### config.mk
export PLATFORM = sky130hd
export DESIGN_NAME = cmp_event_ctrl
export DESIGN_NICKNAME = d
export VERILOG_FILES = /design/src/core/cmp_evt_pkg.sv /design/src/core/cmp_event_ctrl.sv /design/src/core/edge_event.sv /design/src/core/level_sync.sv
export SDC_FILE = /design/constraint.sdc
export NUM_CORES = 1
export LEC_CHECK = 0
export BUFFER_PORTS_ARGS = -buffer_cell sky130_fd_sc_hd__buf_2
export CORE_ASPECT_RATIO = 1.1
export CORE_UTILIZATION = 50
export CTS_CLUSTER_SIZE = 28
export DETAILED_ROUTE_END_ITERATION = 10
export GPL_TIMING_DRIVEN = 1
export PLACE_DENSITY = 0.9
export SETUP_SLACK_MARGIN = 0.5
export SYNTH_ARGS = -nofsm -noshare
export SYNTH_HDL_FRONTEND = slang
export SYNTH_HIERARCHICAL = 1
export SYNTH_SLANG_ARGS = --single-unit
### constraint.sdc
create_clock -name CLK_SYS -period 2.9 [get_ports CLK_SYS]
set_input_delay 0.435 -clock CLK_SYS [delete_from_list [all_inputs] [get_ports CLK_SYS]]
set_output_delay 0.435 -clock CLK_SYS [all_outputs]
set_load 0.05 [all_outputs]
### src/core/cmp_evt_pkg.sv
// shared constants, register layout and carrier types of the comparator event block
package cmp_evt_pkg;

   // register byte addresses on the control bus
   localparam logic [7:0] ADDR_CTRL_STATUS  = 8'h00; // comparator_control_status
   localparam logic [7:0] ADDR_TRIG_MUX     = 8'h04; // converter_trigger_and_mux_control
   localparam logic [7:0] ADDR_IRQ_STATUS   = 8'h08; // sticky events, cleared by read
   localparam logic [7:0] ADDR_IRQ_MASK     = 8'h0C; // enables for the sticky events

   // comparator_control_status field positions
   localparam int BIT_POWER_OFF     = 7;
   localparam int BIT_BANDGAP_POS   = 6;
   localparam int BIT_RESULT        = 5;
   localparam int BIT_EVENT_FLAG    = 4;
   localparam int BIT_IRQ_ENABLE    = 3;
   localparam int BIT_CAPTURE_ROUTE = 2;
   localparam int BIT_SEL_HI        = 1;
   localparam int BIT_SEL_LO        = 0;

   // converter_trigger_and_mux_control field positions
   localparam int BIT_NEG_MUX_EN    = 6;
   localparam int BIT_TRIG_SEL_LSB  = 0;
   localparam int TRIG_SEL_W        = 3;

   // sticky event status layout
   localparam int STAT_W            = 2;
   localparam int STAT_MATCH        = 0; // event matching the selected mode
   localparam int STAT_TOGGLE       = 1; // any change of the comparator result

   // values after reset
   localparam logic [7:0]        CTRL_RESET = 8'h00;
   localparam logic [7:0]        TRIG_RESET = 8'h00;
   localparam logic [STAT_W-1:0] STAT_RESET = 2'h0;

   // bus responses
   localparam logic [1:0] RESP_OKAY   = 2'h0;
   localparam logic [1:0] RESP_SLVERR = 2'h2;

   // synchroniser depth of the comparator result
   localparam int SYNC_STAGES = 2;

   // flag-setting event modes
   typedef enum logic [1:0] {
      MODE_TOGGLE   = 2'h0,
      MODE_RESERVED = 2'h1,
      MODE_FALL     = 2'h2,
      MODE_RISE     = 2'h3
   } event_mode_e;

   // selection handed to the analog comparator and its input muxes
   typedef struct packed {
      logic       power_off;
      logic       pos_bandgap;
      logic       neg_use_mux;
      logic [2:0] neg_channel;
   } cmp_sel_s;

   localparam cmp_sel_s SEL_RESET = '{power_off: 1'b0, pos_bandgap: 1'b0,
                                      neg_use_mux: 1'b0, neg_channel: 3'h0};

endpackage : cmp_evt_pkg

### src/core/cmp_event_ctrl.sv
// comparator event control: input selection, result sync, event flag and bus registers
//
// Decided for this implementation: register access over AXI4-Lite and the register addresses.
`timescale 1ns/100ps
`default_nettype none
module cmp_event_ctrl
   import cmp_evt_pkg::*;
(
   input  wire logic                  CLK_SYS,
   input  wire logic                  SRST,
   // analog side
   input  wire logic                  COMP_RAW,
   input  wire logic                  CONVERTER_ENABLE,
   input  wire logic [2:0]            CHANNEL_SELECT,
   output var  cmp_evt_pkg::cmp_sel_s ANALOG_SEL,
   // processor side
   input  wire logic                  GLOBAL_IRQ_ENABLE,
   input  wire logic                  IRQ_VECTOR_ACK,
   output var  logic                  CMP_IRQ_REQ,
   output var  logic                  IRQ,
   // timer capture front end and converter auto trigger
   output var  logic                  CAPTURE_SELECT,
   output var  logic                  CAPTURE_INPUT,
   output var  logic [2:0]            AUTO_TRIGGER_SELECT,
   // control bus
   input  wire logic [7:0]            S_AXI_AWADDR,
   input  wire logic                  S_AXI_AWVALID,
   output var  logic                  S_AXI_AWREADY,
   input  wire logic [31:0]           S_AXI_WDATA,
   input  wire logic [3:0]            S_AXI_WSTRB,
   input  wire logic                  S_AXI_WVALID,
   output var  logic                  S_AXI_WREADY,
   output var  logic [1:0]            S_AXI_BRESP,
   output var  logic                  S_AXI_BVALID,
   input  wire logic                  S_AXI_BREADY,
   input  wire logic [7:0]            S_AXI_ARADDR,
   input  wire logic                  S_AXI_ARVALID,
   output var  logic                  S_AXI_ARREADY,
   output var  logic [31:0]           S_AXI_RDATA,
   output var  logic [1:0]            S_AXI_RRESP,
   output var  logic                  S_AXI_RVALID,
   input  wire logic                  S_AXI_RREADY
);
   // software visible state
   logic [7:0]        ctrl_ff;
   logic [7:0]        trig_ff;
   logic [STAT_W-1:0] stat_ff;
   logic [STAT_W-1:0] mask_ff;
   logic              flag_ff;

   // bus handshake state
   logic        awready_ff;
   logic        wready_ff;
   logic        aw_held_ff;
   logic        w_held_ff;
   logic [7:0]  waddr_ff;
   logic [7:0]  wdata_ff;
   logic        wstrb0_ff;
   logic        bvalid_ff;
   logic [1:0]  bresp_ff;
   logic        arready_ff;
   logic        rvalid_ff;
   logic [31:0] rdata_ff;
   logic [1:0]  rresp_ff;

   // output flops
   cmp_sel_s   sel_ff;
   logic       cmp_req_ff;
   logic       irq_ff;
   logic       cap_in_ff;
   logic       cap_sel_ff;

   // comparator result path
   logic        raw_gated;
   logic        result;
   logic        ev_toggle;
   logic        ev_match;
   event_mode_e mode;

   // analog selection: power-off holds result low
   assign raw_gated = COMP_RAW & ~ctrl_ff[BIT_POWER_OFF];

   level_sync #(
      .STAGES (SYNC_STAGES)
   ) u_sync (
      .CLK_SYS (CLK_SYS),
      .SRST    (SRST),
      .din     (raw_gated),
      .dout    (result)
   );

   assign mode = event_mode_e'(ctrl_ff[BIT_SEL_HI:BIT_SEL_LO]);

   edge_event u_edge (
      .CLK_SYS (CLK_SYS),
      .SRST    (SRST),
      .level   (result),
      .mode    (mode),
      .toggle  (ev_toggle),
      .match   (ev_match)
   );

   // bus handshakes and decode
   logic aw_hs;
   logic w_hs;
   logic do_write;
   logic ar_hs;
   logic nxt_aw_held;
   logic nxt_w_held;
   logic nxt_bvalid;
   logic nxt_rvalid;
   logic wr_ctrl;
   logic wr_trig;
   logic wr_mask;
   logic wr_hit;
   logic rd_hit;
   logic rd_stat;
   logic [31:0] rd_word;

   assign aw_hs       = S_AXI_AWVALID & awready_ff;
   assign w_hs        = S_AXI_WVALID & wready_ff;
   assign ar_hs       = S_AXI_ARVALID & arready_ff;
   assign do_write    = aw_held_ff & w_held_ff & ~bvalid_ff;
   assign nxt_aw_held = (aw_held_ff | aw_hs) & ~do_write;
   assign nxt_w_held  = (w_held_ff | w_hs) & ~do_write;
   assign nxt_bvalid  = do_write | (bvalid_ff & ~S_AXI_BREADY);
   assign nxt_rvalid  = ar_hs | (rvalid_ff & ~S_AXI_RREADY);

   assign wr_ctrl = do_write & wstrb0_ff & (waddr_ff == ADDR_CTRL_STATUS);
   assign wr_trig = do_write & wstrb0_ff & (waddr_ff == ADDR_TRIG_MUX);
   assign wr_mask = do_write & wstrb0_ff & (waddr_ff == ADDR_IRQ_MASK);
   assign wr_hit  = (waddr_ff == ADDR_CTRL_STATUS) || (waddr_ff == ADDR_TRIG_MUX) ||
                    (waddr_ff == ADDR_IRQ_STATUS)  || (waddr_ff == ADDR_IRQ_MASK);
   assign rd_stat = ar_hs & (S_AXI_ARADDR == ADDR_IRQ_STATUS);

   // read data selection
   logic [7:0] ctrl_view;
   assign ctrl_view = {ctrl_ff[7:6], result, flag_ff, ctrl_ff[3:0]};

   always_comb begin
      rd_hit  = 1'b1;
      rd_word = 32'h0000_0000;
      if (S_AXI_ARADDR == ADDR_CTRL_STATUS) begin
         rd_word = {24'h00_0000, ctrl_view};
      end else if (S_AXI_ARADDR == ADDR_TRIG_MUX) begin
         rd_word = {24'h00_0000, trig_ff};
      end else if (S_AXI_ARADDR == ADDR_IRQ_STATUS) begin
         rd_word = {30'h0000_0000, stat_ff};
      end else if (S_AXI_ARADDR == ADDR_IRQ_MASK) begin
         rd_word = {30'h0000_0000, mask_ff};
      end else begin
         rd_hit = 1'b0;
      end
   end

   // event flag: set wins over vector ack and write-one clear
   logic flag_clr;
   logic nxt_flag;
   assign flag_clr = IRQ_VECTOR_ACK
                   | (wr_ctrl & wdata_ff[BIT_EVENT_FLAG]);
   assign nxt_flag = ev_match | (flag_ff & ~flag_clr);

   // sticky status: set wins over read clear
   logic [STAT_W-1:0] stat_set;
   logic [STAT_W-1:0] nxt_stat;
   assign stat_set = {ev_toggle, ev_match};
   assign nxt_stat = stat_set | (rd_stat ? STAT_RESET : stat_ff);

   // next values of the outputs
   cmp_sel_s nxt_sel;
   logic     nxt_cmp_req;
   logic     nxt_irq;
   logic     nxt_cap_in;
   logic     nxt_cap_sel;
   logic     mux_active;

   assign mux_active = trig_ff[BIT_NEG_MUX_EN] & ~CONVERTER_ENABLE;
   assign nxt_sel.power_off   = ctrl_ff[BIT_POWER_OFF];
   assign nxt_sel.pos_bandgap = ctrl_ff[BIT_BANDGAP_POS];
   assign nxt_sel.neg_use_mux = mux_active;
   assign nxt_sel.neg_channel = mux_active ? CHANNEL_SELECT : 3'h0;
   assign nxt_cmp_req = flag_ff & ctrl_ff[BIT_IRQ_ENABLE] & GLOBAL_IRQ_ENABLE;
   assign nxt_irq     = |(stat_ff & mask_ff);
   assign nxt_cap_in  = ctrl_ff[BIT_CAPTURE_ROUTE] & result;
   assign nxt_cap_sel = ~ctrl_ff[BIT_POWER_OFF] & ctrl_ff[BIT_CAPTURE_ROUTE];

   // control registers
   always_ff @(posedge CLK_SYS) begin
      if (SRST) begin
         ctrl_ff <= CTRL_RESET;
         trig_ff <= TRIG_RESET;
         mask_ff <= STAT_RESET;
      end else begin
         if (wr_ctrl) begin
            ctrl_ff <= wdata_ff;                  // result and flag bits unused here
         end
         if (wr_trig) begin
            trig_ff <= wdata_ff & 8'h47;          // only mux enable and trigger select
         end
         if (wr_mask) begin
            mask_ff <= wdata_ff[STAT_W-1:0];
         end
      end
   end

   // flags and status
   always_ff @(posedge CLK_SYS) begin
      if (SRST) begin
         flag_ff <= 1'b0;
         stat_ff <= STAT_RESET;
      end else begin
         flag_ff <= nxt_flag;
         stat_ff <= nxt_stat;
      end
   end

   // write channel
   always_ff @(posedge CLK_SYS) begin
      if (SRST) begin
         aw_held_ff <= 1'b0;
         w_held_ff  <= 1'b0;
         awready_ff <= 1'b0;
         wready_ff  <= 1'b0;
         bvalid_ff  <= 1'b0;
         bresp_ff   <= RESP_OKAY;
         waddr_ff   <= 8'h00;
         wdata_ff   <= 8'h00;
         wstrb0_ff  <= 1'b0;
      end else begin
         aw_held_ff <= nxt_aw_held;
         w_held_ff  <= nxt_w_held;
         awready_ff <= ~nxt_aw_held & ~nxt_bvalid;
         wready_ff  <= ~nxt_w_held & ~nxt_bvalid;
         bvalid_ff  <= nxt_bvalid;
         if (aw_hs) begin
            waddr_ff <= S_AXI_AWADDR;
         end
         if (w_hs) begin
            wdata_ff  <= S_AXI_WDATA[7:0];
            wstrb0_ff <= S_AXI_WSTRB[0];
         end
         if (do_write) begin
            bresp_ff <= wr_hit ? RESP_OKAY : RESP_SLVERR;
         end
      end
   end

   // read channel
   always_ff @(posedge CLK_SYS) begin
      if (SRST) begin
         arready_ff <= 1'b0;
         rvalid_ff  <= 1'b0;
         rdata_ff   <= 32'h0000_0000;
         rresp_ff   <= RESP_OKAY;
      end else begin
         arready_ff <= ~nxt_rvalid;
         rvalid_ff  <= nxt_rvalid;
         if (ar_hs) begin
            rdata_ff <= rd_word;
            rresp_ff <= rd_hit ? RESP_OKAY : RESP_SLVERR;
         end
      end
   end

   // registered outputs
   always_ff @(posedge CLK_SYS) begin
      if (SRST) begin
         sel_ff     <= SEL_RESET;
         cmp_req_ff <= 1'b0;
         irq_ff     <= 1'b0;
         cap_in_ff  <= 1'b0;
         cap_sel_ff <= 1'b0;
      end else begin
         sel_ff     <= nxt_sel;
         cmp_req_ff <= nxt_cmp_req;
         irq_ff     <= nxt_irq;
         cap_in_ff  <= nxt_cap_in;
         cap_sel_ff <= nxt_cap_sel;
      end
   end

   // port hookup
   assign ANALOG_SEL          = sel_ff;
   assign CMP_IRQ_REQ         = cmp_req_ff;
   assign IRQ                 = irq_ff;
   assign CAPTURE_SELECT      = cap_sel_ff;
   assign CAPTURE_INPUT       = cap_in_ff;
   assign AUTO_TRIGGER_SELECT = trig_ff[BIT_TRIG_SEL_LSB +: TRIG_SEL_W];
   assign S_AXI_AWREADY       = awready_ff;
   assign S_AXI_WREADY        = wready_ff;
   assign S_AXI_BVALID        = bvalid_ff;
   assign S_AXI_BRESP         = bresp_ff;
   assign S_AXI_ARREADY       = arready_ff;
   assign S_AXI_RVALID        = rvalid_ff;
   assign S_AXI_RDATA         = rdata_ff;
   assign S_AXI_RRESP         = rresp_ff;
endmodule : cmp_event_ctrl
`default_nettype wire

### src/core/edge_event.sv
// edge detector on the synchronised result with mode selection
`timescale 1ns/100ps
`default_nettype none
module edge_event
   import cmp_evt_pkg::*;
(
   input  wire logic                     CLK_SYS,
   input  wire logic                     SRST,
   input  wire logic                     level,
   input  wire cmp_evt_pkg::event_mode_e mode,
   output var  logic                     toggle,
   output var  logic                     match
);
   logic prev_ff;
   logic rise;
   logic fall;

   // remember last cycle's value
   always_ff @(posedge CLK_SYS) begin
      if (SRST) begin
         prev_ff <= 1'b0;
      end else begin
         prev_ff <= level;
      end
   end

   // compare with the previous cycle
   assign rise   = level & ~prev_ff;
   assign fall   = ~level & prev_ff;
   assign toggle = rise | fall;

   // mode select, reserved code raises nothing
   assign match = (mode == MODE_TOGGLE) ? toggle :
                  (mode == MODE_FALL)   ? fall   :
                  (mode == MODE_RISE)   ? rise   : 1'b0;
endmodule : edge_event
`default_nettype wire

### src/core/level_sync.sv
// two-stage synchroniser for one level
`timescale 1ns/100ps
`default_nettype none
module level_sync #(
   parameter int STAGES = 2
) (
   input  wire logic CLK_SYS,
   input  wire logic SRST,
   input  wire logic din,
   output var  logic dout
);
   logic [STAGES-1:0] chain_ff;

   // only the next stage, or dout for the last flop, reads each flop
   always_ff @(posedge CLK_SYS) begin
      if (SRST) begin
         chain_ff <= '0;
      end else begin
         chain_ff <= {chain_ff[STAGES-2:0], din};
      end
   end

   assign dout = chain_ff[STAGES-1];
endmodule : level_sync
`default_nettype wire

==> flow_results.xml <==
<?xml version="1.0" encoding="UTF-8"?>
<metrics>
  <group name="routing">
    <metric name="wl" unit="mm">4.79</metric>
    <metric name="antenna_left" unit="">0</metric>
    <metric name="routed-via-count" unit="">1969</metric>
    <metric name="detail_route.iter0.violations" unit="">99</metric>
    <metric name="routed_via_density" unit="">4.96</metric>
    <metric name="drc_errors" unit="">0</metric>
    <metric name="post_drt_wl_per_cell" unit="um">12.1</metric>
    <metric name="dr.pass1.iters" unit="">4</metric>
  </group>
  <group name="die">
    <metric name="io_pins" unit="">120</metric>
    <metric name="fp-row-count" unit="">26</metric>
    <metric name="area_of_the_core" unit="um^2">4780</metric>
    <metric name="dieArea" unit="um^2">5400</metric>
    <metric name="fp.dieH" unit="um">77.0</metric>
    <metric name="initial_core_util" unit="%">53.4</metric>
    <metric name="fp.dieW" unit="um">70.1</metric>
  </group>
  <group name="sta">
    <metric name="rsz0062_at_grt" unit="">no</metric>
    <metric name="max_freq" unit="MHz">602</metric>
    <metric name="period_needed" unit="ns">1.66</metric>
    <metric name="min_period_over_period" unit="%">57.2</metric>
    <metric name="timing.final.setup_violations" unit="">0</metric>
    <metric name="final_max_slew_viol_count" unit="">0</metric>
    <metric name="finalClockSkew" unit="ns">0.00590</metric>
    <metric name="final_hold_viol_count" unit="">0</metric>
    <metric name="timing.setup.tns" unit="ns">0</metric>
  </group>
  <group name="clock_tree">
    <metric name="cts_buffer_depth" unit="">2</metric>
    <metric name="cts.htree.levels" unit="">3</metric>
    <metric name="cts_root_buf" unit="">sky130_fd_sc_hd__clkbuf_8</metric>
    <metric name="clk-insertion-delay-late" unit="ns">0.33</metric>
    <metric name="cts_clock_pin_slew_for_the_worst_setup_and_hold_paths" unit="ns">0.06</metric>
    <metric name="cts-hold-fix-buffers" unit="">0</metric>
    <metric name="cts_repair_resize_count" unit="">0</metric>
    <metric name="cts_setup_buffers" unit="">0</metric>
    <metric name="num_cts_buffers" unit="">9</metric>
    <metric name="tritoncts" unit="">done</metric>
    <metric name="clock-sinks" unit="">61</metric>
  </group>
  <group name="synth">
    <metric name="synth_flop_cell" unit="">sky130_fd_sc_hd__dfxtp_1</metric>
    <metric name="post_synth_instance_area" unit="um^2">2550</metric>
    <metric name="post_synth_most_frequent_cells" unit="">sky130_fd_sc_hd__dfxtp_1 (61), sky130_fd_sc_hd__nand2_1 (40), sky130_fd_sc_hd__buf_4 (29)</metric>
    <metric name="post_synth_fa_ha_maj_area_fraction" unit="%">0.980</metric>
    <metric name="post_synth_inst_count" unit="">273</metric>
    <metric name="ys_types" unit="">34</metric>
    <metric name="post-synth-top-area-fraction" unit="%">47.8</metric>
    <metric name="post_synth_mux_area_share" unit="%">7.99</metric>
    <metric name="synth_top_area_cell" unit="">sky130_fd_sc_hd__dfxtp_1</metric>
    <metric name="synth_area_per_cell" unit="um^2">9.35</metric>
    <metric name="yosys.cell_count.top_type" unit="">sky130_fd_sc_hd__dfxtp_1</metric>
    <metric name="synth_xor_xnor_area_share" unit="%">0</metric>
    <metric name="area_fraction_in_compound_gates_after_synthesis" unit="%">7.59</metric>
    <metric name="main_combinational_cell_family_by_area_after_synthesis" unit="">simple AND/OR/NAND/NOR gates</metric>
    <metric name="synthTopCellsByArea" unit="">sky130_fd_sc_hd__dfxtp_1 (48%), sky130_fd_sc_hd__buf_4 (8.5%), sky130_fd_sc_hd__nand2_1 (5.9%)</metric>
    <metric name="synth_simple_gate_area_share" unit="%">24.0</metric>
    <metric name="yosysWarningCount" unit="">6</metric>
    <metric name="synth_edf_count" unit="">0</metric>
    <metric name="sequential_cell_area_fraction_in_the_yosys_report" unit="%">47.8</metric>
    <metric name="postSynthRegisterBits" unit="">61</metric>
    <metric name="async_reset_ff_share" unit="%">0</metric>
  </group>
  <group name="global_routing">
    <metric name="overflow" unit="">0</metric>
    <metric name="grt_antenna_before_repair" unit="">0</metric>
    <metric name="first_global_vias" unit="">1793</metric>
    <metric name="maximum_number_of_pins_on_one_net_before_global_route_repair" unit="">30</metric>
    <metric name="grt_use_total" unit="%">18.8</metric>
    <metric name="grt_pass1_wl" unit="mm">7.94</metric>
  </group>
  <group name="cells_and_area">
    <metric name="fill_cells" unit="">414</metric>
    <metric name="antennaDiodeCount" unit="">0</metric>
    <metric name="finish.cell_count_without_fillers" unit="">397</metric>
    <metric name="areaGrowthSynthToFinish" unit="%">17.7</metric>
    <metric name="final-seq-area" unit="um^2">1220</metric>
    <metric name="post_route_cells_drive_above_1_share" unit="%">25.8</metric>
    <metric name="combined_area_of_the_multi_input_logic_cells" unit="um^2">1130</metric>
    <metric name="share_of_the_core_filled_with_cells_in_the_final_layout" unit="%">62.8</metric>
    <metric name="fin_nets" unit="">404</metric>
    <metric name="postLayoutCellArea" unit="um^2">3010</metric>
  </group>
  <group name="critical_path">
    <metric name="path_delay_family" unit="">simple AND/OR/NAND/NOR gates</metric>
    <metric name="critical_path_peak_fanout" unit="">7</metric>
    <metric name="setup.worst_path.class" unit="">flop to flop</metric>
    <metric name="critPathRequiredTime" unit="ns">3.12</metric>
    <metric name="setup.worst_path.start_class" unit="">flop</metric>
    <metric name="crit_slowest_cell" unit="">sky130_fd_sc_hd__and4_1</metric>
    <metric name="worst_setup_slack_for_register_to_register_paths" unit="ns">1.24</metric>
    <metric name="rr_worst_depth" unit="">3</metric>
    <metric name="reg2reg_from" unit="">waddr_ff[7]</metric>
    <metric name="largest_stage_delay_worst_path" unit="ns">0.52</metric>
    <metric name="crit_arrival" unit="ns">1.88</metric>
    <metric name="critical_path.cell_chain" unit="">nor4_4 -&gt; and4_1 -&gt; mux2_4</metric>
    <metric name="timing.critical_path.to_type" unit="">flop</metric>
    <metric name="rr_endpoint" unit="">ctrl_ff[7]</metric>
    <metric name="timing.critical_path.buf_inv" unit="">0</metric>
  </group>
  <group name="place">
    <metric name="dpl-instance-area" unit="um^2">2780</metric>
    <metric name="place.gp.congestion" unit="">0.801</metric>
    <metric name="i_o_buffers" unit="">65</metric>
    <metric name="place_hpwl" unit="mm">3.46</metric>
    <metric name="placed_cells_incl_taps" unit="">381</metric>
  </group>
  <group name="power_and_ir_drop">
    <metric name="power.static_leakage" unit="nW">1.39</metric>
    <metric name="internal-power" unit="mW">1.45</metric>
    <metric name="ir_drop" unit="mV">0.394</metric>
    <metric name="combinationalPowerShare" unit="%">11.0</metric>
    <metric name="switching_share" unit="%">25.2</metric>
    <metric name="share_clk_of_total_power" unit="%">43.5</metric>
    <metric name="pwr_density_cell" unit="nW/um^2">643</metric>
    <metric name="seq_power_share" unit="%">45.5</metric>
    <metric name="power.net_switching" unit="mW">0.487</metric>
  </group>
  <group name="worst_hold_path">
    <metric name="timing.hold.worst.start" unit="">CONVERTER_ENABLE</metric>
    <metric name="whs_path_depth" unit="">2</metric>
    <metric name="holdPathEnd" unit="">ANALOG_SEL[3]</metric>
    <metric name="worstHoldPathType" unit="">input pin to flop</metric>
  </group>
  <group name="status">
    <metric name="outcome" unit="">finished clean</metric>
  </group>
  <group name="run">
    <metric name="maxCapViolCount" unit="">0</metric>
  </group>
</metrics>
cells by family (layout without fill, tap and decap cells):
family          count (synthesis)  in the layout
buf+inv                        45             88
other cells                     1             26
fa+ha+maj                       2              2
compound gates                 32             32
mux                            17             17
simple gates                  115            115
flops                          61             61
registers in the layout (all words and copies together) (netlist names), 2 cells and up:
| signal | cells |
|---|---|
| ANALOG_SEL | 6 |
| S_AXI_RDATA | 8 |
| ctrl_ff | 6 |
| mask_ff | 2 |
| stat_ff | 2 |
| trig_ff | 4 |
| u_sync/chain_ff | 2 |
| waddr_ff | 8 |
| wdata_ff | 7 |
worst max path at each step:
stage	startpoint	endpoint	slack, ns	cells after the start
2_1_floorplan	S_AXI_BVALID	ctrl_ff[7]	1.20	5
3_3_place_gp	waddr_ff[7]	ctrl_ff[7]	1.28	3
3_5_place_dp	waddr_ff[7]	ctrl_ff[7]	1.24	3
4_1_cts	waddr_ff[7]	ctrl_ff[7]	1.22	3
5_1_grt	waddr_ff[7]	ctrl_ff[7]	1.15	3
6_report	waddr_ff[7]	ctrl_ff[7]	1.24	3
layout by cell type, fill, tap and decap left out:
master / n
sky130_fd_sc_hd__nand4b_1: 1
sky130_fd_sc_hd__nor4bb_1: 1
sky130_fd_sc_hd__a311oi_1: 1
sky130_fd_sc_hd__and2_1: 7
sky130_fd_sc_hd__and4_1: 1
sky130_fd_sc_hd__inv_1: 6
sky130_fd_sc_hd__a22oi_1: 1
sky130_fd_sc_hd__nor2_1: 21
sky130_fd_sc_hd__mux2i_1: 11
sky130_fd_sc_hd__clkbuf_1: 1
sky130_fd_sc_hd__and3_1: 1
sky130_fd_sc_hd__a211oi_1: 4
sky130_fd_sc_hd__dfxtp_1: 61
sky130_fd_sc_hd__nand2_1: 40
sky130_fd_sc_hd__a21oi_1: 21
sky130_fd_sc_hd__ha_1: 2
sky130_fd_sc_hd__mux2_4: 1
sky130_fd_sc_hd__and4b_1: 1
sky130_fd_sc_hd__buf_2: 65
sky130_fd_sc_hd__nor4_1: 2
sky130_fd_sc_hd__mux2_1: 1
sky130_fd_sc_hd__a22o_1: 4
sky130_fd_sc_hd__and3b_1: 3
sky130_fd_sc_hd__nor2b_1: 8
sky130_fd_sc_hd__nor3b_1: 1
sky130_fd_sc_hd__conb_1: 26
sky130_fd_sc_hd__nand4_1: 6
sky130_fd_sc_hd__nor4_4: 2
sky130_fd_sc_hd__clkbuf_8: 11
sky130_fd_sc_hd__bufinv_16: 2
sky130_fd_sc_hd__mux2_2: 2
sky130_fd_sc_hd__mux4_2: 2
sky130_fd_sc_hd__nor3_1: 4
sky130_fd_sc_hd__nand2b_1: 16
sky130_fd_sc_hd__a21o_1: 1
sky130_fd_sc_hd__buf_4: 1
sky130_fd_sc_hd__clkinv_2: 2
power groups by stage:
stage               Sequential, mW  Combinational, mW  Clock (mW)
floorplan                    0.916              0.169           0
global placement             0.896              0.207           0
detailed placement           0.897              0.211           0
CTS                          0.879              0.212       0.855
global route                 0.882              0.228       0.898
finish                       0.879              0.213       0.841
area by class of cell:
cell class,instances,area share [%]
inverters,6,0.749
clock inverters,4,2.33
well taps,56,2.33
multi-input cells,192,37.7
clock buffers,12,5.16
flip-flops and latches,61,40.6
repair buffers,66,11.1
through the flow:
| stage | total power, mW | hold slack, ns | setup slack (ns) |
|---|---|---|---|
| 3_5_place_dp | 1.11 | 0.441 | 1.24 |
| 5_1_grt | 2.01 | 0.281 | 1.15 |
| 2_1_floorplan | 1.08 | 0.414 | 1.20 |
| 4_1_cts | 1.95 | 0.276 | 1.22 |
| 3_3_place_gp | 1.10 | 0.416 | 1.28 |
| 6_report | 1.93 | 0.292 | 1.24 |
per-layer routing:
layer	global-route usage [%]	wire length, um	vias up
met5	0	0	-
li1	-	-	990
met4	8.40	76	0
met1	21.6	2050	879
met2	30.2	2280	92
met3	8.02	373	8
Note: power is estimated with default switching activity, not from simulation.
